<file path="config.mk">
export PLATFORM = sky130hd
export DESIGN_NAME = scifc_regs
export DESIGN_NICKNAME = d
export VERILOG_FILES = /design/src/shared/scifc_pkg.sv /design/src/shared/scifc_spi_if.sv /design/src/core/scifc_regs.sv /design/src/core/scifc_spi_slave.sv
export SDC_FILE = /design/constraint.sdc
export NUM_CORES = 1
export LEC_CHECK = 0
export ABC_AREA = 0
export BUFFER_PORTS_ARGS = -buffer_cell sky130_fd_sc_hd__buf_2
export CAP_MARGIN = 20
export CORE_UTILIZATION = 58
export DETAILED_ROUTE_END_ITERATION = 8
export PLACE_DENSITY = 0.93
export SLEW_MARGIN = 20
export SYNTH_ARGS = -nofsm -noshare
export SYNTH_HDL_FRONTEND = slang
export SYNTH_SLANG_ARGS = --single-unit
</file>
<file path="constraint.sdc">
create_clock -name sys_clk -period 3.75 [get_ports sys_clk]
set_input_delay 0.375 -clock sys_clk [delete_from_list [all_inputs] [get_ports sys_clk]]
set_output_delay 0.375 -clock sys_clk [all_outputs]
set_load 0.02 [all_outputs]
</file>
<file path="src/shared/scifc_pkg.sv">
// constants and types of the sensor control register bank
`default_nettype none
package scifc_pkg;
  // ==========================================================
  // register offsets
  localparam logic [6:0] ADDR_CTRL_ONE      = 7'h10;
  localparam logic [6:0] ADDR_CTRL_TWO      = 7'h11;
  localparam logic [6:0] ADDR_INT_ROUTE     = 7'h12;
  localparam logic [6:0] ADDR_FIFO_MODE     = 7'h13;
  localparam logic [6:0] ADDR_FIFO_THR      = 7'h14;
  localparam logic [6:0] ADDR_REF_LOW       = 7'h15;
  localparam logic [6:0] ADDR_REF_HIGH      = 7'h16;
  localparam logic [6:0] ADDR_FIFO_PRESS_XL = 7'h78;
  localparam logic [6:0] ADDR_FIFO_PRESS_L  = 7'h79;
  localparam logic [6:0] ADDR_FIFO_PRESS_H  = 7'h7a;
  localparam logic [6:0] ADDR_FIFO_TEMP_L   = 7'h7b;
  localparam logic [6:0] ADDR_FIFO_TEMP_H   = 7'h7c;
  // ==========================================================
  // field positions
  localparam int CTRL1_RATE_LSB = 4;
  localparam int CTRL2_BOOT     = 7;
  localparam int CTRL2_POL      = 6;
  localparam int CTRL2_DRIVE    = 5;
  localparam int CTRL2_INC      = 4;
  localparam int CTRL2_SWRST    = 2;
  localparam int CTRL2_LOWN     = 1;
  localparam int CTRL2_ONESHOT  = 0;
  localparam int ROUTE_FULL     = 5;
  localparam int ROUTE_THR      = 4;
  localparam int ROUTE_OVR      = 3;
  localparam int ROUTE_READY    = 2;
  localparam int ROUTE_SEL_LSB  = 0;
  localparam int FCTRL_HALT     = 3;
  localparam int FCTRL_TRIG     = 2;
  localparam int FCTRL_MODE_LSB = 0;
  // ==========================================================
  // reset values and counts
  localparam logic [6:0]  CTRL1_RST     = 7'h00;
  localparam logic [5:0]  ROUTE_RST     = 6'h00;
  localparam logic [3:0]  FCTRL_RST     = 4'h0;
  localparam logic [4:0]  THR_RST       = 5'h00;
  localparam logic [15:0] REF_RST       = 16'h0000;
  localparam logic        INC_RST       = 1'b1;
  localparam logic [7:0]  FIFO_DEPTH    = 8'h80;
  localparam int          TRIM_WORDS    = 8;
  localparam logic [2:0]  TRIM_LAST     = 3'h7;
  localparam logic [2:0]  RATE_OFF      = 3'h0;
  localparam logic [2:0]  RATE_100      = 3'h6;
  localparam logic [2:0]  RATE_200      = 3'h7;
  // ==========================================================
  // types
  typedef enum logic [2:0] {
    FM_BYPASS, FM_FIFO, FM_CONT, FM_BYP_TO_FIFO, FM_BYP_TO_CONT, FM_CONT_TO_FIFO
  } scifc_fifo_mode_type;
  typedef enum logic {BOOT_IDLE, BOOT_COPY} scifc_boot_type;
endpackage : scifc_pkg
`default_nettype wire

</file>
<file path="src/shared/scifc_spi_if.sv">
// byte-level carrier between serial slave and register bank
`timescale 1ns/100ps
`default_nettype none
interface scifc_spi_if;
  logic       byteValid;
  logic       firstByte;
  logic [7:0] byteData;
  logic       txTake;
  logic [7:0] txByte;
  logic       readMode;
  modport slave (output byteValid, firstByte, byteData, txTake, input txByte, readMode);
  modport regs  (input byteValid, firstByte, byteData, txTake, output txByte, readMode);
endinterface : scifc_spi_if
`default_nettype wire

</file>
<file path="src/core/scifc_regs.sv">
// control, routing and queue configuration register bank
`timescale 1ns/100ps
`default_nettype none
module scifc_regs (
  input  wire logic                       sys_clk,
  input  wire logic                       arst_n,
  input  wire logic                       spiSck,
  input  wire logic                       spiCsN,
  input  wire logic                       spiMosi,
  output var  logic                       spiMiso,
  output var  logic                       spiMisoOe,
  output var  logic [2:0]                 nvmAddr,
  input  wire logic [7:0]                 nvmData,
  output var  logic [63:0]                trimRegs,
  output var  logic                       trimBusy,
  output var  logic                       oneShotStart,
  input  wire logic                       measDone,
  output var  logic [2:0]                 outputRate,
  output var  logic                       lowNoiseMode,
  input  wire logic                       dataReady,
  input  wire logic [7:0]                 fifoLevel,
  input  wire logic                       fifoOverwritten,
  input  wire logic                       pressHighEvt,
  input  wire logic                       pressLowEvt,
  output var  scifc_pkg::scifc_fifo_mode_type fifoMode,
  output var  logic                       haltAtThreshold,
  output var  logic [4:0]                 thresholdLevel,
  input  wire logic                       autoZeroEn,
  input  wire logic                       autoRefEn,
  input  wire logic                       refCapture,
  input  wire logic [15:0]                refValue,
  input  wire logic [23:0]                fifoPressData,
  input  wire logic [15:0]                fifoTempData,
  output var  logic                       fifoPop,
  output var  logic                       eventPinOut,
  output var  logic                       eventPinOe
);
  import scifc_pkg::*;

  // ==========================================================
  // state
  logic [6:0]          addr_ff;
  logic                isRead_ff;
  logic [6:0]          ctrlOne_ff;
  logic                polarity_ff;
  logic                driveType_ff;
  logic                autoInc_ff;
  logic                lowNoise_ff;
  logic [5:0]          route_ff;
  logic [3:0]          fifoCtrl_ff;
  logic [4:0]          thr_ff;
  logic [15:0]         ref_ff;
  logic                swPend_ff;
  logic                oneShot_ff;
  logic                oneShotStart_ff;
  scifc_boot_type      boot_ff;
  logic [2:0]          trimIdx_ff;
  logic                trimBusy_ff;
  logic [7:0]          trimMem [TRIM_WORDS];
  logic                lowNoiseMode_ff;
  scifc_fifo_mode_type fifoMode_ff;
  logic                fifoPop_ff;
  logic                eventPinOut_ff;
  logic                eventPinOe_ff;

  // ==========================================================
  // decode
  scifc_spi_if spiBus ();
  logic [7:0]          wrData;
  logic                wrStrobe;
  logic                wrCtrlOne;
  logic                wrCtrlTwo;
  logic                wrRoute;
  logic                wrFifoCtrl;
  logic                wrThr;
  logic                addrLoad;
  logic                advance;
  logic [6:0]          addrStep;
  logic [6:0]          nxt_addr;
  logic [2:0]          rate;
  logic                oneShotReq;
  logic                nxt_oneShot;
  logic                bootReq;
  scifc_boot_type      nxt_boot;
  logic [2:0]          nxt_trimIdx;
  logic [7:0]          ctrlTwoRd;
  logic [7:0]          rdByte;
  logic                fullFlag;
  logic                thrFlag;
  logic                dataSig;
  logic [1:0]          srcSel;
  logic                srcActive;
  logic                pinLevel;
  logic [1:0]          fMode;
  scifc_fifo_mode_type nxt_fifoMode;

  scifc_spi_slave uSpi (
    .sys_clk (sys_clk),
    .arst_n  (arst_n),
    .sck     (spiSck),
    .csN     (spiCsN),
    .mosi    (spiMosi),
    .miso    (spiMiso),
    .misoOe  (spiMisoOe),
    .bus     (spiBus.slave)
  );

  assign wrData     = spiBus.byteData;
  assign wrStrobe   = spiBus.byteValid & ~spiBus.firstByte & ~isRead_ff;
  assign wrCtrlOne  = wrStrobe & (addr_ff == ADDR_CTRL_ONE);
  assign wrCtrlTwo  = wrStrobe & (addr_ff == ADDR_CTRL_TWO);
  assign wrRoute    = wrStrobe & (addr_ff == ADDR_INT_ROUTE);
  assign wrFifoCtrl = wrStrobe & (addr_ff == ADDR_FIFO_MODE);
  assign wrThr      = wrStrobe & (addr_ff == ADDR_FIFO_THR);
  assign addrLoad   = spiBus.byteValid & spiBus.firstByte;
  assign advance    = wrStrobe | spiBus.txTake;
  assign addrStep   = autoInc_ff ? 7'h01 : 7'h00;
  assign nxt_addr   = addrLoad ? wrData[6:0] : (advance ? addr_ff + addrStep : addr_ff);
  assign spiBus.readMode = isRead_ff;

  always_ff @(posedge sys_clk or negedge arst_n) begin
    if (!arst_n) begin
      addr_ff   <= 7'h00;
      isRead_ff <= 1'b0;
    end else begin
      addr_ff <= nxt_addr;
      if (addrLoad) begin
        isRead_ff <= wrData[7];
      end
    end
  end

  // ==========================================================
  // control registers
  assign rate = ctrlOne_ff[CTRL1_RATE_LSB +: 3];

  always_ff @(posedge sys_clk or negedge arst_n) begin
    if (!arst_n) begin
      swPend_ff <= 1'b0;
    end else begin
      swPend_ff <= wrCtrlTwo & wrData[CTRL2_SWRST];
    end
  end

  always_ff @(posedge sys_clk or negedge arst_n) begin
    if (!arst_n) begin
      ctrlOne_ff   <= CTRL1_RST;
      polarity_ff  <= 1'b0;
      driveType_ff <= 1'b0;
      autoInc_ff   <= INC_RST;
      lowNoise_ff  <= 1'b0;
    end else if (swPend_ff) begin
      ctrlOne_ff   <= CTRL1_RST;
      polarity_ff  <= 1'b0;
      driveType_ff <= 1'b0;
      autoInc_ff   <= INC_RST;
      lowNoise_ff  <= 1'b0;
    end else begin
      if (wrCtrlOne) begin
        ctrlOne_ff <= wrData[6:0];
      end
      if (wrCtrlTwo) begin
        polarity_ff  <= wrData[CTRL2_POL];
        driveType_ff <= wrData[CTRL2_DRIVE];
        autoInc_ff   <= wrData[CTRL2_INC];
        lowNoise_ff  <= wrData[CTRL2_LOWN];
      end
    end
  end

  always_ff @(posedge sys_clk or negedge arst_n) begin
    if (!arst_n) begin
      route_ff    <= ROUTE_RST;
      fifoCtrl_ff <= FCTRL_RST;
      thr_ff      <= THR_RST;
    end else if (swPend_ff) begin
      route_ff    <= ROUTE_RST;
      fifoCtrl_ff <= FCTRL_RST;
      thr_ff      <= THR_RST;
    end else begin
      if (wrRoute) begin
        route_ff <= wrData[5:0];
      end
      if (wrFifoCtrl) begin
        fifoCtrl_ff <= wrData[3:0];
      end
      if (wrThr) begin
        thr_ff <= wrData[4:0];
      end
    end
  end

  // ==========================================================
  // reference pressure
  always_ff @(posedge sys_clk or negedge arst_n) begin
    if (!arst_n) begin
      ref_ff <= REF_RST;
    end else if (swPend_ff) begin
      ref_ff <= REF_RST;
    end else if (refCapture & (autoZeroEn | autoRefEn)) begin
      ref_ff <= refValue;
    end
  end

  // ==========================================================
  // one-shot
  assign oneShotReq  = wrCtrlTwo & wrData[CTRL2_ONESHOT] & (rate == RATE_OFF) & ~oneShot_ff;
  assign nxt_oneShot = oneShotReq | (oneShot_ff & ~measDone & ~swPend_ff);

  always_ff @(posedge sys_clk or negedge arst_n) begin
    if (!arst_n) begin
      oneShot_ff      <= 1'b0;
      oneShotStart_ff <= 1'b0;
    end else begin
      oneShot_ff      <= nxt_oneShot;
      oneShotStart_ff <= oneShotReq;
    end
  end

  // ==========================================================
  // trim reload
  assign bootReq = wrCtrlTwo & wrData[CTRL2_BOOT];

  always_comb begin
    nxt_boot    = boot_ff;
    nxt_trimIdx = trimIdx_ff;
    unique case (boot_ff)
      BOOT_IDLE: begin
        if (bootReq) begin
          nxt_boot    = BOOT_COPY;
          nxt_trimIdx = 3'h0;
        end
      end
      BOOT_COPY: begin
        if (trimIdx_ff == TRIM_LAST) begin
          nxt_boot = BOOT_IDLE;
        end else begin
          nxt_trimIdx = trimIdx_ff + 3'h1;
        end
      end
    endcase
  end

  always_ff @(posedge sys_clk or negedge arst_n) begin
    if (!arst_n) begin
      boot_ff     <= BOOT_COPY;
      trimIdx_ff  <= 3'h0;
      trimBusy_ff <= 1'b1;
    end else begin
      boot_ff     <= nxt_boot;
      trimIdx_ff  <= nxt_trimIdx;
      trimBusy_ff <= (nxt_boot == BOOT_COPY);
    end
  end

  always_ff @(posedge sys_clk) begin
    if (boot_ff == BOOT_COPY) begin
      trimMem[trimIdx_ff] <= nvmData;
    end
  end

  for (genvar gi = 0; gi < TRIM_WORDS; gi++) begin : gTrim
    assign trimRegs[8*gi +: 8] = trimMem[gi];
  end

  // ==========================================================
  // read mux
  assign ctrlTwoRd = {trimBusy_ff, polarity_ff, driveType_ff, autoInc_ff,
                      1'b0, swPend_ff, lowNoise_ff, oneShot_ff};
  assign rdByte =
    (addr_ff == ADDR_CTRL_ONE)      ? {1'b0, ctrlOne_ff} :
    (addr_ff == ADDR_CTRL_TWO)      ? ctrlTwoRd :
    (addr_ff == ADDR_INT_ROUTE)     ? {2'h0, route_ff} :
    (addr_ff == ADDR_FIFO_MODE)     ? {4'h0, fifoCtrl_ff} :
    (addr_ff == ADDR_FIFO_THR)      ? {3'h0, thr_ff} :
    (addr_ff == ADDR_REF_LOW)       ? ref_ff[7:0] :
    (addr_ff == ADDR_REF_HIGH)      ? ref_ff[15:8] :
    (addr_ff == ADDR_FIFO_PRESS_XL) ? fifoPressData[7:0] :
    (addr_ff == ADDR_FIFO_PRESS_L)  ? fifoPressData[15:8] :
    (addr_ff == ADDR_FIFO_PRESS_H)  ? fifoPressData[23:16] :
    (addr_ff == ADDR_FIFO_TEMP_L)   ? fifoTempData[7:0] :
    (addr_ff == ADDR_FIFO_TEMP_H)   ? fifoTempData[15:8] : 8'h00;
  assign spiBus.txByte = rdByte;

  // ==========================================================
  // event pin
  assign fullFlag  = fifoCtrl_ff[FCTRL_HALT] ? (fifoLevel == {3'h0, thr_ff})
                                             : (fifoLevel == FIFO_DEPTH);
  assign thrFlag   = (fifoLevel >= {3'h0, thr_ff});
  assign dataSig   = (route_ff[ROUTE_READY] & dataReady)
                   | (route_ff[ROUTE_THR] & thrFlag)
                   | (route_ff[ROUTE_OVR] & fifoOverwritten)
                   | (route_ff[ROUTE_FULL] & fullFlag);
  assign srcSel    = route_ff[ROUTE_SEL_LSB +: 2];
  assign srcActive = (srcSel == 2'h0) ? dataSig :
                     (srcSel == 2'h1) ? pressHighEvt :
                     (srcSel == 2'h2) ? pressLowEvt : (pressHighEvt | pressLowEvt);
  assign pinLevel  = srcActive ^ polarity_ff;

  always_ff @(posedge sys_clk or negedge arst_n) begin
    if (!arst_n) begin
      eventPinOut_ff <= 1'b0;
      eventPinOe_ff  <= 1'b1;
    end else begin
      eventPinOut_ff <= driveType_ff ? 1'b0 : pinLevel;
      eventPinOe_ff  <= driveType_ff ? ~pinLevel : 1'b1;
    end
  end

  // ==========================================================
  // mode outputs
  assign fMode = fifoCtrl_ff[FCTRL_MODE_LSB +: 2];
  assign nxt_fifoMode =
    (fMode == 2'h0)           ? FM_BYPASS :
    (!fifoCtrl_ff[FCTRL_TRIG]) ? ((fMode == 2'h1) ? FM_FIFO : FM_CONT) :
    (fMode == 2'h1)           ? FM_BYP_TO_FIFO :
    (fMode == 2'h2)           ? FM_BYP_TO_CONT : FM_CONT_TO_FIFO;

  always_ff @(posedge sys_clk or negedge arst_n) begin
    if (!arst_n) begin
      fifoMode_ff     <= FM_BYPASS;
      lowNoiseMode_ff <= 1'b0;
      fifoPop_ff      <= 1'b0;
    end else begin
      fifoMode_ff     <= nxt_fifoMode;
      lowNoiseMode_ff <= lowNoise_ff & (rate != RATE_100) & (rate != RATE_200);
      fifoPop_ff      <= spiBus.txTake & (addr_ff == ADDR_FIFO_TEMP_H);
    end
  end

  assign nvmAddr         = trimIdx_ff;
  assign trimBusy        = trimBusy_ff;
  assign oneShotStart    = oneShotStart_ff;
  assign outputRate      = ctrlOne_ff[CTRL1_RATE_LSB +: 3];
  assign lowNoiseMode    = lowNoiseMode_ff;
  assign fifoMode        = fifoMode_ff;
  assign haltAtThreshold = fifoCtrl_ff[FCTRL_HALT];
  assign thresholdLevel  = thr_ff;
  assign fifoPop         = fifoPop_ff;
  assign eventPinOut     = eventPinOut_ff;
  assign eventPinOe      = eventPinOe_ff;
endmodule : scifc_regs
`default_nettype wire

</file>
<file path="src/core/scifc_spi_slave.sv">
// serial slave, clock idles high, sample on rise, shift on fall
`timescale 1ns/100ps
`default_nettype none
module scifc_spi_slave (
  input  wire logic   sys_clk,
  input  wire logic   arst_n,
  input  wire logic   sck,
  input  wire logic   csN,
  input  wire logic   mosi,
  output var  logic   miso,
  output var  logic   misoOe,
  scifc_spi_if.slave  bus
);
  logic       sckPrev_ff;
  logic [2:0] bitCnt_ff;
  logic [7:0] rxShift_ff;
  logic [7:0] txShift_ff;
  logic       gotFirst_ff;
  logic       byteValid_ff;
  logic       firstByte_ff;
  logic [7:0] byteData_ff;
  logic       misoOe_ff;
  logic       sckRise;
  logic       sckFall;
  logic       byteDone;
  logic [7:0] rxNext;

  // ==========================================================
  // edge decode
  assign sckRise  = ~csN & sck & ~sckPrev_ff;
  assign sckFall  = ~csN & ~sck & sckPrev_ff;
  assign byteDone = sckRise & (bitCnt_ff == 3'h7);
  assign rxNext   = {rxShift_ff[6:0], mosi};
  assign bus.txTake    = sckFall & (bitCnt_ff == 3'h0) & gotFirst_ff & bus.readMode;
  assign bus.byteValid = byteValid_ff;
  assign bus.firstByte = firstByte_ff;
  assign bus.byteData  = byteData_ff;
  assign miso          = txShift_ff[7];
  assign misoOe        = misoOe_ff;

  // ==========================================================
  // receive side
  always_ff @(posedge sys_clk or negedge arst_n) begin
    if (!arst_n) begin
      sckPrev_ff   <= 1'b1;
      bitCnt_ff    <= 3'h0;
      rxShift_ff   <= 8'h00;
      gotFirst_ff  <= 1'b0;
      byteValid_ff <= 1'b0;
      firstByte_ff <= 1'b0;
      byteData_ff  <= 8'h00;
    end else begin
      sckPrev_ff   <= sck;
      byteValid_ff <= byteDone;
      if (csN) begin
        bitCnt_ff   <= 3'h0;
        gotFirst_ff <= 1'b0;
      end else if (sckRise) begin
        rxShift_ff <= rxNext;
        bitCnt_ff  <= bitCnt_ff + 3'h1;
      end
      if (byteDone) begin
        byteData_ff  <= rxNext;
        firstByte_ff <= ~gotFirst_ff;
        gotFirst_ff  <= 1'b1;
      end
    end
  end

  // ==========================================================
  // transmit side
  always_ff @(posedge sys_clk or negedge arst_n) begin
    if (!arst_n) begin
      txShift_ff <= 8'h00;
      misoOe_ff  <= 1'b0;
    end else begin
      misoOe_ff <= ~csN & gotFirst_ff & bus.readMode;
      if (bus.txTake) begin
        txShift_ff <= bus.txByte;
      end else if (sckFall) begin
        txShift_ff <= {txShift_ff[6:0], 1'b0};
      end
    end
  end
endmodule : scifc_spi_slave
`default_nettype wire

</file>
# After elaboration in Yosys (flattened, before gate mapping)
# Memory sizes are Yosys's and may differ from the RTL's.
# Cells that the tools add are included.
dict set report classes {
  n_reduce_logical 16
  n_lt_le_gt_ge 1
  muxes 58
  n_eq_ne 24
  bitwise 52
  addsub 3
}
# operator count
set op_table {}
lappend op_table {{$mux W8} 14}
lappend op_table {{$eq A7 B5 Y1 const B} 7}
lappend op_table {{$eq A7 B7 Y1 const B} 5}
lappend op_table {{$and A1 B1 Y1} 33}
lappend op_table {{$mux W16} 2}
lappend op_table {{$mux W7} 4}
lappend op_table {{$mux W1} 22}
lappend op_table {{$mux W3} 7}
lappend op_table {{$reduce_bool A2 Y1} 10}
lappend op_table {{$mux W6} 2}
lappend op_table {{$not A1 Y1} 11}
lappend op_table {{$mux W5} 2}
lappend op_table {{$eq A8 B5 Y1} 1}
lappend op_table {{$eq A8 B8 Y1 const B} 1}
lappend op_table {{$ge A8 B5 Y1} 1}
lappend op_table {{$mux W4} 2}
lappend op_table {{$add A7 B1 Y7} 1}
lappend op_table {{$or A1 B1 Y1} 7}
lappend op_table {{$add A3 B1 Y3 const B} 2}
lappend op_table {{$eq A3 B3 Y1 const B} 2}
lappend op_table {{$logic_not A3 Y1} 2}
lappend op_table {{$ne A3 B3 Y1 const B} 2}
lappend op_table {{$pmux W3 S2} 1}
lappend op_table {{$eq A2 B1 Y1 const B} 2}
lappend op_table {{7 further kinds} 11}
dict set report word_totals {
  ff_bits 95
  ram_bits 64
  n_memories 1
  word_cells 185
}
# memory words word_bits read_ports rd_ports_with_merged_regs write_ports line
set mem_list {}
lappend mem_list {trimMem 8 8 8 0 1 scifc_regs.sv:59} ;# logic [7:0] trimMem [TRIM_WORDS];

# Depth between registers and ports, before layout
# Gate-level depths: netlist (run 1).
dict set report logic_depth {
  depth_word 14
  ltp_mapped 8
  depth_no_buf 7
}

# Hierarchy
# From an unflattened synthesis (run 1), not the netlist that was laid out.
dict set report hier_totals {
  hier_cells 576
  hier_area_um2 7168.1
}
# module cells_per_inst area_per_inst_um2 instances
set by_module_without_submodules {}
lappend by_module_without_submodules {scifc_regs 479 5871.9 1}
lappend by_module_without_submodules {scifc_spi_slave 97 1296.2 1}

# Least setup slack after synthesis (run 1)
# No wires, ideal clock.
dict set report synth_timing {
  kind {flip-flop to flip-flop}
  start {register thr_ff[0], in the netlist thresholdLevel[0]}
  end {register eventPinOut_ff, in the netlist eventPinOut}
  path_slack_ps 1801
  stages_incl_launch_ff 7
  setup_time_ps 125
  t_arrival_ps 1824
  path_buffers 0
  required_ps 3625
  path_cell_list {dfrtp_1 -> ha_1 -> nand2b_1 -> a211oi_1 -> o311a_1 -> o211ai_1 -> mux2_2}
}
dict set report synth_via {
  elab_chain_cells 8
  word_cells_on_any_way 11
  classes_between {order compare (1); eq/ne (1); mux (3); bitwise (6)}
}
# item line
set synth_rtl {}
lappend synth_rtl {{start, declared} scifc_regs.sv:51} ;# logic [4:0] thr_ff;
lappend synth_rtl {{start signal, assigned} scifc_regs.sv:188} ;# thr_ff <= wrData[4:0];
lappend synth_rtl {{$ge A8 B5 Y1} scifc_regs.sv:289} ;# assign thrFlag = (fifoLevel >= {3'h0, thr_ff});
lappend synth_rtl {{$and A1 B1 Y1} scifc_regs.sv:291} ;# | (route_ff[ROUTE_THR] & thrFlag)
lappend synth_rtl {{$or A1 B1 Y1} scifc_regs.sv:291}
lappend synth_rtl {{$or A1 B1 Y1} scifc_regs.sv:292} ;# | (route_ff[ROUTE_OVR] & fifoOverwritten)
lappend synth_rtl {{$or A1 B1 Y1 *} scifc_regs.sv:293} ;# | (route_ff[ROUTE_FULL] & fullFlag);
lappend synth_rtl {{$mux W1 *} scifc_regs.sv:295} ;# assign srcActive = (srcSel == 2'h0) ? dataSig :
lappend synth_rtl {{$xor A1 B1 Y1 *} scifc_regs.sv:298} ;# assign pinLevel = srcActive ^ polarity_ff;
lappend synth_rtl {{$mux W1 *} scifc_regs.sv:305} ;# eventPinOut_ff <= driveType_ff ? 1'b0 : pinLevel;
lappend synth_rtl {{end signal, assigned} scifc_regs.sv:305}
lappend synth_rtl {{end, declared} scifc_regs.sv:63} ;# logic eventPinOut_ff;
# Mark *: on every way between the ends. The rest lies on a longest branch, timed or not.
# A chain may end at the register's enable or synchronous reset.

# Worst setup path after layout (run 1)
dict set report layout_timing {
  start {register addr_ff[1]}
  end {register uSpi.txShift_ff[3]}
}
dict set report layout_via {
  elab_chain_cells 14
  word_cells_on_any_way 25
  classes_between {eq/ne (12); mux (13)}
}
# item line
set layout_rtl {}
lappend layout_rtl {{start, declared} scifc_regs.sv:42} ;# logic [6:0] addr_ff;
lappend layout_rtl {{start signal, assigned} scifc_regs.sv:126} ;# addr_ff <= nxt_addr;
lappend layout_rtl {{$eq A7 B7 Y1} scifc_regs.sv:282} ;# (addr_ff == ADDR_FIFO_TEMP_H) ? fifoTempData[15:8] : 8'h00;
lappend layout_rtl {{$mux W8} scifc_regs.sv:282}
lappend layout_rtl {{$mux W8} scifc_regs.sv:281} ;# (addr_ff == ADDR_FIFO_TEMP_L) ? fifoTempData[7:0] :
lappend layout_rtl {{$mux W8} scifc_regs.sv:280} ;# (addr_ff == ADDR_FIFO_PRESS_H) ? fifoPressData[23:16] :
lappend layout_rtl {{$mux W8} scifc_regs.sv:279} ;# (addr_ff == ADDR_FIFO_PRESS_L) ? fifoPressData[15:8] :
lappend layout_rtl {{$mux W8} scifc_regs.sv:278} ;# (addr_ff == ADDR_FIFO_PRESS_XL) ? fifoPressData[7:0] :
lappend layout_rtl {{$mux W8} scifc_regs.sv:277} ;# (addr_ff == ADDR_REF_HIGH) ? ref_ff[15:8] :
lappend layout_rtl {{$mux W8} scifc_regs.sv:276} ;# (addr_ff == ADDR_REF_LOW) ? ref_ff[7:0] :
lappend layout_rtl {{$mux W8} scifc_regs.sv:275} ;# (addr_ff == ADDR_FIFO_THR) ? {3'h0, thr_ff} :
lappend layout_rtl {{$mux W8} scifc_regs.sv:274} ;# (addr_ff == ADDR_FIFO_MODE) ? {4'h0, fifoCtrl_ff} :
lappend layout_rtl {{$mux W8} scifc_regs.sv:273} ;# (addr_ff == ADDR_INT_ROUTE) ? {2'h0, route_ff} :
lappend layout_rtl {{$mux W8} scifc_regs.sv:272} ;# (addr_ff == ADDR_CTRL_TWO) ? ctrlTwoRd :
lappend layout_rtl {{$mux W8 *} scifc_regs.sv:271} ;# (addr_ff == ADDR_CTRL_ONE) ? {1'b0, ctrlOne_ff} :
lappend layout_rtl {{$mux W8 *} scifc_spi_slave.sv:78} ;# if (bus.txTake) begin
lappend layout_rtl {{end signal, assigned} scifc_spi_slave.sv:79} ;# txShift_ff <= bus.txByte;
lappend layout_rtl {{end signal, assigned} scifc_spi_slave.sv:81} ;# txShift_ff <= {txShift_ff[6:0], 1'b0};
lappend layout_rtl {{end, declared} scifc_spi_slave.sv:17} ;# logic [7:0] txShift_ff;
# Marks and branches as above.

==> results of run 1 <==
area by class of cell:
type | count | share of cell area
Sequential cell | 159 | 0.4868
Tap cell | 168 | 0.02377
Inverter | 18 | 0.007641
Timing Repair Buffer | 182 | 0.1064
Multi-Input combinational cell | 397 | 0.3097
Clock inverter | 14 | 0.01712
Clock buffer | 18 | 0.04854
where the power goes:
group          internal (mW)  switching [mW]
sequential              1.88          0.0489
clock                  0.935           0.747
combinational         0.0966           0.100
total                   2.91           0.896
routing by layer:
layer	vias to the layer above	GRT usage	wire [um]
met1	2915	0.4190	7759
li1	2572	-	-
met3	72	0.06111	1892
met4	0	0.1654	721
met2	420	0.5515	10160
met5	-	0	0
metrics by stage:
stage	total power [mW]	instance area, um2	hold slack, ns	setup slack, ns	util
floorplan	2.034	7271	0.07941	1.801	-
detailed placement	2.152	8257	0.4963	1.416	0.6817
global route	3.903	8842	0.06800	1.204	0.7301
CTS	3.813	8837	0.06562	1.384	0.7296
global placement	2.135	8257	0.4866	1.541	0.6817
finish	3.804	8842	0.03834	1.328	0.7301
worst paths after layout:
path / from / endpoint / slack, ns / depth (start not counted)
setup / recovery: addr_ff[1] / uSpi.txShift_ff[3] / 1.33 / 7
hold / removal: arst_n / fifoMode[1] / 0.04 / 1
setup reg to reg: addr_ff[1] / uSpi.txShift_ff[3] / 1.33 / 7
hold reg to reg: ref_ff[13] / ref_ff[13] / 0.52 / 1
max in group asynchronous: arst_n / uSpi.sckPrev_ff / 2.74 / 2
min in group sys_clk: spiSck / uSpi.sckPrev_ff / 0.07 / 1
synthesized netlist by cell type (11+ instances only):
cell       n  share of area
a21oi_1   37          0.025
a22o_1    19          0.023
buf_2     15          0.010
clkbuf_1  11         0.0057
dfrtp_1   91           0.31
edfxtp_1  64           0.26
ha_1      13          0.022
inv_1     16         0.0083
mux2_2    16          0.025
mux2i_1   35          0.048
nand2_1   36          0.019
nand2b_1  14          0.012
nand3_1   11         0.0076
nor2_1    66          0.034
nor3_1    11         0.0076
o21ai_0   14         0.0096
cell families (layout without fill, tap and decap cells):
logic type | Yosys count | in the layout | share of synthesized area
fa+ha+maj | 13 | 13 | 0.02237
flops | 159 | 159 | 0.5920
simple gates | 187 | 187 | 0.1359
buf+inv | 51 | 232 | 0.03201
xor+xnor | 6 | 6 | 0.007228
mux | 56 | 56 | 0.08226
compound gates | 135 | 135 | 0.1282
flip-flops by register name, indices dropped and copies added, names as in the netlist, 3 cells and up:
name	count
uSpi.txShift_ff	8
uSpi.bitCnt_ff	3
ref_ff	16
fifoMode	3
addr_ff	7
route_ff	6
uSpi.bus.byteData	8
ctrlOne_ff	7
thresholdLevel	5
fifoCtrl_ff	4
trimMem	64
uSpi.rxShift_ff	7
nvmAddr	3
==> results.cfg, run 1 <==
[timing]
clock_skew_ns = 0.01028
fmax_ghz = 0.4128
slew_viol_final = 0
setup_viol = 0
slew_headroom = 0.3342
finalHoldViolCount = 0
setup_tns_ns = 0
post-route-period-util = 0.6459
rsz0062_at_grt = false
min_period_ns = 2.422
worstMarginPinSlew_ns = 0.9951

[placement]
io_buffers = 171
dp_hpwl_mm = 14.89
place_inst = 924
place.gp.congestion = 0.9776

[floorplanning]
core_um2 = 12110
fp.dieArea_um2 = 12990
dieWidth_um = 114.0
rows = 40
start_util = 0.6003
die_y_um = 114.0
ios = 172

[cells_and_area]
fill_cells = 823
fin_cells = 956
final_common_cell = buf_2
seqCellArea_um2 = 4304
antenna_cells = 0
layout_common_cells = buf_2, dfrtp_1, nor2_1
multi_input_area_um2 = 2739
drive_gt1_frac = 0.3198
area_growth_pct = 21.61
fin_nets = 873

[setup_path]
cp.arrival_ns = 2.71
critPathMaxFanout = 31
start_kind = flip-flop
cp-end-kind = flip-flop
critPathRequiredTime_ns = 4.04
path_common_cell = buf_4
cp.buffers_inverters = 2
crit_slowest_cell = dfrtp_1
path_cells = buf_4 > nor2_2 > buf_4 > nand3_1 > o31ai_1 > a222oi_1 > o221ai_1
critPathKind = reg -> reg
cpPeakStageDelay_ns = 1.00
cpLargestDelayFamily = flip-flops

[outcome]
outcome = finished clean

[yosys]
ys_warn_count = 0
synth_area_per_cell_um2 = 11.98
synth-async-reset-ratio = 0.5975
synth.distinct_cells = 72
dominantRegCellSynth = dfrtp_1
synth_nets = 705
syn_inst = 607
synth_seq_cells = 159
synth_seq_area_share = 0.5920
synth-edff-count = 64
syn_area_um2 = 7271

[clock_network]
htree_num_levels = 4
cts_sinks = 159
cts_made_buffers = 17
cts_buffer_depth = 2
postCtsSetupBuffers = 0
clock_latency_ns = 0.43
holdBufCountCts = 0
cts_tree = built
clkSlewWorstSetupHoldPaths_ns = 0.07
cts_root_buf = clkbuf_16
ctsResizeCount = 0

[detailed_routing]
route.detailed.drc = 0
num_vias = 5979
viasPerCell = 6.254
initialDrtViolationCount = 707
ant_nets = 0
firstDrtPassIters = 5
routedWlPerCell_um = 21.48
wirelength_mm = 20.54

[power_and_ir_drop]
ir_worst_vdd_uv = 298.6
p_per_area_nw_per_um2 = 430.2
power_leakage_nw = 4.003

[flow_run]
max-cap-violations = 0

[grt]
gr-total-overflow = 0
grt_pass1_wl_mm = 32.01
grt_use_total = 0.3315
grt_pass1_vias = 6020
antenna_found_initial = 0
grt_max_degree = 67

[hold_path]
hold_class = in -> async
(Power assumes the default switching activity.)
==> run 2, diff against run 1 <==
Settings changed: CORE_UTILIZATION 58 to 49, PLACE_DENSITY 0.93 to 0.85.
Clock period 3.75 ns to 1.95 ns, I/O delays scaled along.
==> results.cfg, run 2 (synthesis results as in run 1) <==
[cells_and_area]
area_growth_pct = 30.58
layout_common_cells = buf_2, dfrtp_1, nor2_1
utilization = 0.6557
largestRegisters = trimMem x64, ref_ff x16
largest_reg_flops = 64
antenna_cells = 0
final_common_cell = buf_2
fill_cells = 1060
fin_nets = 937
largest-register = trimMem
drive_gt1_frac = 0.3603

[floorplanning]
start_util = 0.5022
fp.dieArea_um2 = 15330
rows = 44
dieWidth_um = 123.8
die_y_um = 123.8
ios = 172
core_um2 = 14480

[clock_network]
cts_buffer_depth = 2
cts_tree = built
clock_latency_ns = 0.44
clkSlewWorstSetupHoldPaths_ns = 0.07
cts_sinks = 159
postCtsSetupBuffers = 0
cts_root_buf = clkbuf_16
htree_num_levels = 4
cts_made_buffers = 17

[setup_path]
endpoint = eventPinOut
cp.buffers_inverters = 0
cpPeakStageDelay_ns = 0.41
cpLargestDelayFamily = compound AO/OA/AOI/OAI gates
cp.arrival_ns = 2.24
path_cells = ha_4 > nand2b_4 > a211oi_2 > o311a_1 > o211ai_1 > mux2_2
start_kind = flip-flop
crit_slowest_cell = dfrtp_1
critPathKind = reg -> reg
worstSetupStartpoint = thresholdLevel[0]
cp-end-kind = flip-flop
reg2reg_depth = 6
r2r_start = thresholdLevel[0]
reg2reg_slack_ns = 0.04
cp.depth = 6
r2r_end = eventPinOut
critPathMaxFanout = 2
critPathRequiredTime_ns = 2.28

[grt]
grt_max_degree = 59
grt_pass1_wl_mm = 31.96
antenna_found_initial = 0
grt_use_total = 0.2827
grt_pass1_vias = 5954
gr-total-overflow = 0

[timing]
clock_skew_ns = 0.01693
fmax_ghz = 0.5235
post-route-period-util = 0.9795
setup_tns_ns = 0
slew_headroom = 0.5208
slew_viol_final = 0
min_period_ns = 1.910
setup_viol = 0
worstMarginPinSlew_ns = 0.7180
finalHoldViolCount = 0
rsz0062_at_grt = true

[power_and_ir_drop]
ir_worst_vdd_uv = 556.6
p_per_area_nw_per_um2 = 776.1
comb_power_share = 0.056
clkPwrFrac = 0.442
p_seq_frac = 0.502
power_switching_share = 0.2487
power_leakage_nw = 4.356
p_int_mw = 5.536
switching_power_mw = 1.833

[detailed_routing]
num_vias = 6076
wirelength_mm = 20.63
route.detailed.drc = 0
firstDrtPassIters = 5
viasPerCell = 5.865
ant_nets = 0
routedWlPerCell_um = 19.92
initialDrtViolationCount = 488

[outcome]
outcome = finished clean

[hold_path]
hold_class = in -> reg

[placement]
io_buffers = 171
dp_hpwl_mm = 14.67
place.gp.congestion = 0.9281

[flow_run]
max-cap-violations = 0
==> run 2: changes by cell type in the layout (fill, tap and decap cells not counted), moves of 4 or more <==
cell           previous run  this run
buf_12                    0         4
buf_4                    12        53
inv_8                     2         6
dlygate4sd3_1             0        18
==> run 2: repair_timing <==
| item | 4_1_cts | 5_1_grt |
|---|---|---|
| setup endpoints to repair | 3 | 8 |
| hold buffers | 18 | 0 |
| endpoints found under the hold margin | 37 | 0 |
| gates resized for setup | 3 | 7 |
| pin swaps | 2 | 1 |
==> run 2: final cells by class <==
class | instances | area [um2] | share of cell area
inverters | 18 | 67.56 | 0.007116
well taps | 184 | 230.2 | 0.02425
repair buffers | 246 | 1520 | 0.1601
clock inverters | 15 | 158.9 | 0.01674
multi-input cells | 397 | 2785 | 0.2934
clock buffers | 17 | 425.4 | 0.04481
flip-flops and latches | 159 | 4307 | 0.4536
==> run 2: metrics by stage <==
| step | hold WS (ns) | total power, mW | cell area [um2] | instances | worst slack [ns] |
|---|---|---|---|---|---|
| 3_5_place_dp | 0.1109 | 4.134 | 8672 | 986 | -0.04900 |
| 2_1_floorplan | -0.1006 | 3.911 | 7271 | 607 | 0.001045 |
| 6_report | 0.01029 | 7.369 | 9494 | 1036 | 0.03991 |
| 5_1_grt | 0.03208 | 7.571 | 9494 | 1036 | -0.02133 |
| 3_3_place_gp | 0.1102 | 4.115 | 8672 | 986 | -0.001589 |
| 4_1_cts | 0.0001767 | 7.383 | 9460 | 1036 | 0.02352 |
==> run 2: routing by layer <==
metal / GRT usage / wire length [um]
met5: 0 / 0
met4: 0.1446 / 699
met3: 0.06090 / 1656
met2: 0.4608 / 9965
met1: 0.3545 / 8311
==> run 2: worst min-delay path by stage <==
stage / from / end / slack [ns] / cells after the start
floorplan: arst_n / addr_ff[0] / -0.10 / 0
global placement: arst_n / uSpi.rxShift_ff[1] / 0.11 / 1
detailed placement: arst_n / uSpi.rxShift_ff[4] / 0.11 / 1
CTS: spiCsN / uSpi.bitCnt_ff[0] / 0.0002 / 2
global route: refValue[12] / ref_ff[12] / 0.03 / 2
finish: spiCsN / uSpi.bitCnt_ff[0] / 0.01 / 2
==> run 2: power groups by stage <==
| stage | Combinational (mW) | Clock (mW) | Sequential (mW) |
|---|---|---|---|
| after floorplan | 0.182 | 0 | 3.73 |
| after global placement | 0.358 | 0 | 3.76 |
| after detailed placement | 0.373 | 0 | 3.76 |
| after CTS | 0.403 | 3.28 | 3.70 |
| after global routing | 0.453 | 3.41 | 3.71 |
| final | 0.411 | 3.26 | 3.70 |
==> run 3, diff against run 2 <==
Settings changed: PLACE_DENSITY 0.85 to 0.77.
==> results.cfg, run 3 (synthesis results as in run 1) <==
[power_and_ir_drop]
power_leakage_nw = 4.381
power_switching_share = 0.2370
clkPwrFrac = 0.446
power.total_mw = 7.409
p_seq_frac = 0.499
comb_power_share = 0.055
ir_worst_vdd_uv = 688.1
switching_power_mw = 1.756
p_per_area_nw_per_um2 = 776.5
p_int_mw = 5.654

[clock_network]
cts_tree = built
cts_made_buffers = 17
cts_buffer_depth = 2
cts_sinks = 159
clock_latency_ns = 0.43
clkSlewWorstSetupHoldPaths_ns = 0.07
htree_num_levels = 4
cts_root_buf = clkbuf_16

[timing]
clock_skew_ns = 0.008741
finalHoldViolCount = 0
slew_viol_final = 0
rsz0062_at_grt = true
fin_ws_ns = 0.04109
slew_headroom = 0.2822
min_period_ns = 1.909
setup_viol = 0
worstMarginPinSlew_ns = 1.073
post-route-period-util = 0.9789
fmax_ghz = 0.5239

[placement]
dp_hpwl_mm = 14.71
preCtsSetupSlack_ns = -0.004162
place.gp.congestion = 0.9493
io_buffers = 171
place_inst = 985

[cells_and_area]
largest-register = trimMem
antenna_cells = 0
drive_gt1_frac = 0.3602
final_common_cell = buf_2
seqCellArea_um2 = 4307
fin_cells = 1039
area_growth_pct = 31.23
layout_common_cells = buf_2, dfrtp_1, nor2_1
largest_reg_flops = 64
fin_nets = 940
fill_cells = 1065
multi_input_area_um2 = 2806
utilization = 0.6590
largestRegisters = trimMem x64, ref_ff x16

[grt]
grt_pass1_vias = 5799
grt_pass1_wl_mm = 30.48
gr-total-overflow = 0
grt_use_total = 0.2696
grt_max_degree = 38
antenna_found_initial = 0

[floorplanning]
ios = 172
core_um2 = 14480
rows = 44
start_util = 0.5022
die_y_um = 123.8
dieWidth_um = 123.8
fp.dieArea_um2 = 15330

[hold_path]
hold_class = in -> reg

[detailed_routing]
initialDrtViolationCount = 627
ant_nets = 0
num_vias = 6026
route.detailed.drc = 0
firstDrtPassIters = 5
wirelength_mm = 20.15
routedWlPerCell_um = 19.40
viasPerCell = 5.800

[setup_path]
critPathMaxFanout = 2
critPathRequiredTime_ns = 2.27
start_kind = flip-flop
cp-end-kind = flip-flop
cp.arrival_ns = 2.23
critPathKind = reg -> reg

[flow_run]
max-cap-violations = 0

[outcome]
outcome = finished clean
-- run 3: cell count changes in the layout (fill, tap and decap cells not counted), moves of 2 or more --
cell and change:
clkinv_4 -2, inv_6 +2, inv_8 -2, nor4_2 +2
nor2_4 +2, nor2_2 -2, nor4_1 -2
-- run 3: path summary, 6_finish.rpt --
path | cells after the start | startpoint | slack, ns | end
max in group asynchronous | 3 | arst_n | 1.04 | trimBusy
min in group asynchronous | 2 | arst_n | 0.27 | fifoMode[2]
worst max register to register | 6 | thresholdLevel[0] | 0.04 | eventPinOut
worst min-delay path | 2 | spiCsN | 0.02 | uSpi.bitCnt_ff[0]
worst min register to register | 1 | uSpi.rxShift_ff[6] | 0.51 | uSpi.bus.byteData[7]
worst max-delay path | 6 | thresholdLevel[0] | 0.04 | eventPinOut
-- run 3: layout make-up --
class                      instances  area share
clock buffer                      18     0.04498
clock inverter                    14     0.01718
inverter                          18    0.007081
multi-input combinational        398      0.2941
sequential                       159      0.4514
tap                              184     0.02413
timing repair buffer             248      0.1612
-- run 3: what timing repair did --
action,in CTS,in global routing
gates cloned,0,1
hold buffers,19,0
buffers inserted,0,2
pin swaps,2,1
endpoints found under the setup margin,1,27
hold endpoints to repair,50,0
gates resized for setup,0,13
-- run 3: through the flow --
step / hold WS [ns] / TNS [ns] / cell area (um2)
after floorplan: -0.1006 / 0 / 7271
after global placement: 0.1855 / 0 / 8665
after detailed placement: 0.1859 / -0.004162 / 8665
after CTS: 0.004634 / 0 / 9448
after global routing: 0.02836 / -0.05278 / 9542
final: 0.01900 / 0 / 9542
-- run 3: critical path, stage by stage, from the launching register on --
cell	delay [ns]
dfrtp_1	0.42
ha_4	0.28
nand2b_4	0.11
a211oi_1	0.07
o311a_1	0.30
o211ai_1	0.29
mux2_4	0.34
-- run 3: routing by layer --
metal  share of wire  global-route usage
met5               0                   0
met4           0.020             0.09187
met3           0.085             0.06227
met2            0.49              0.4472
met1            0.41              0.3468
-- run 3: power groups by stage --
stage	combinational, mW	clock (mW)	sequential (mW)
after global placement	0.354	0	3.75
after floorplan	0.182	0	3.73
after detailed placement	0.374	0	3.76
final	0.406	3.31	3.70
after global routing	0.449	3.49	3.71
after CTS	0.404	3.35	3.69
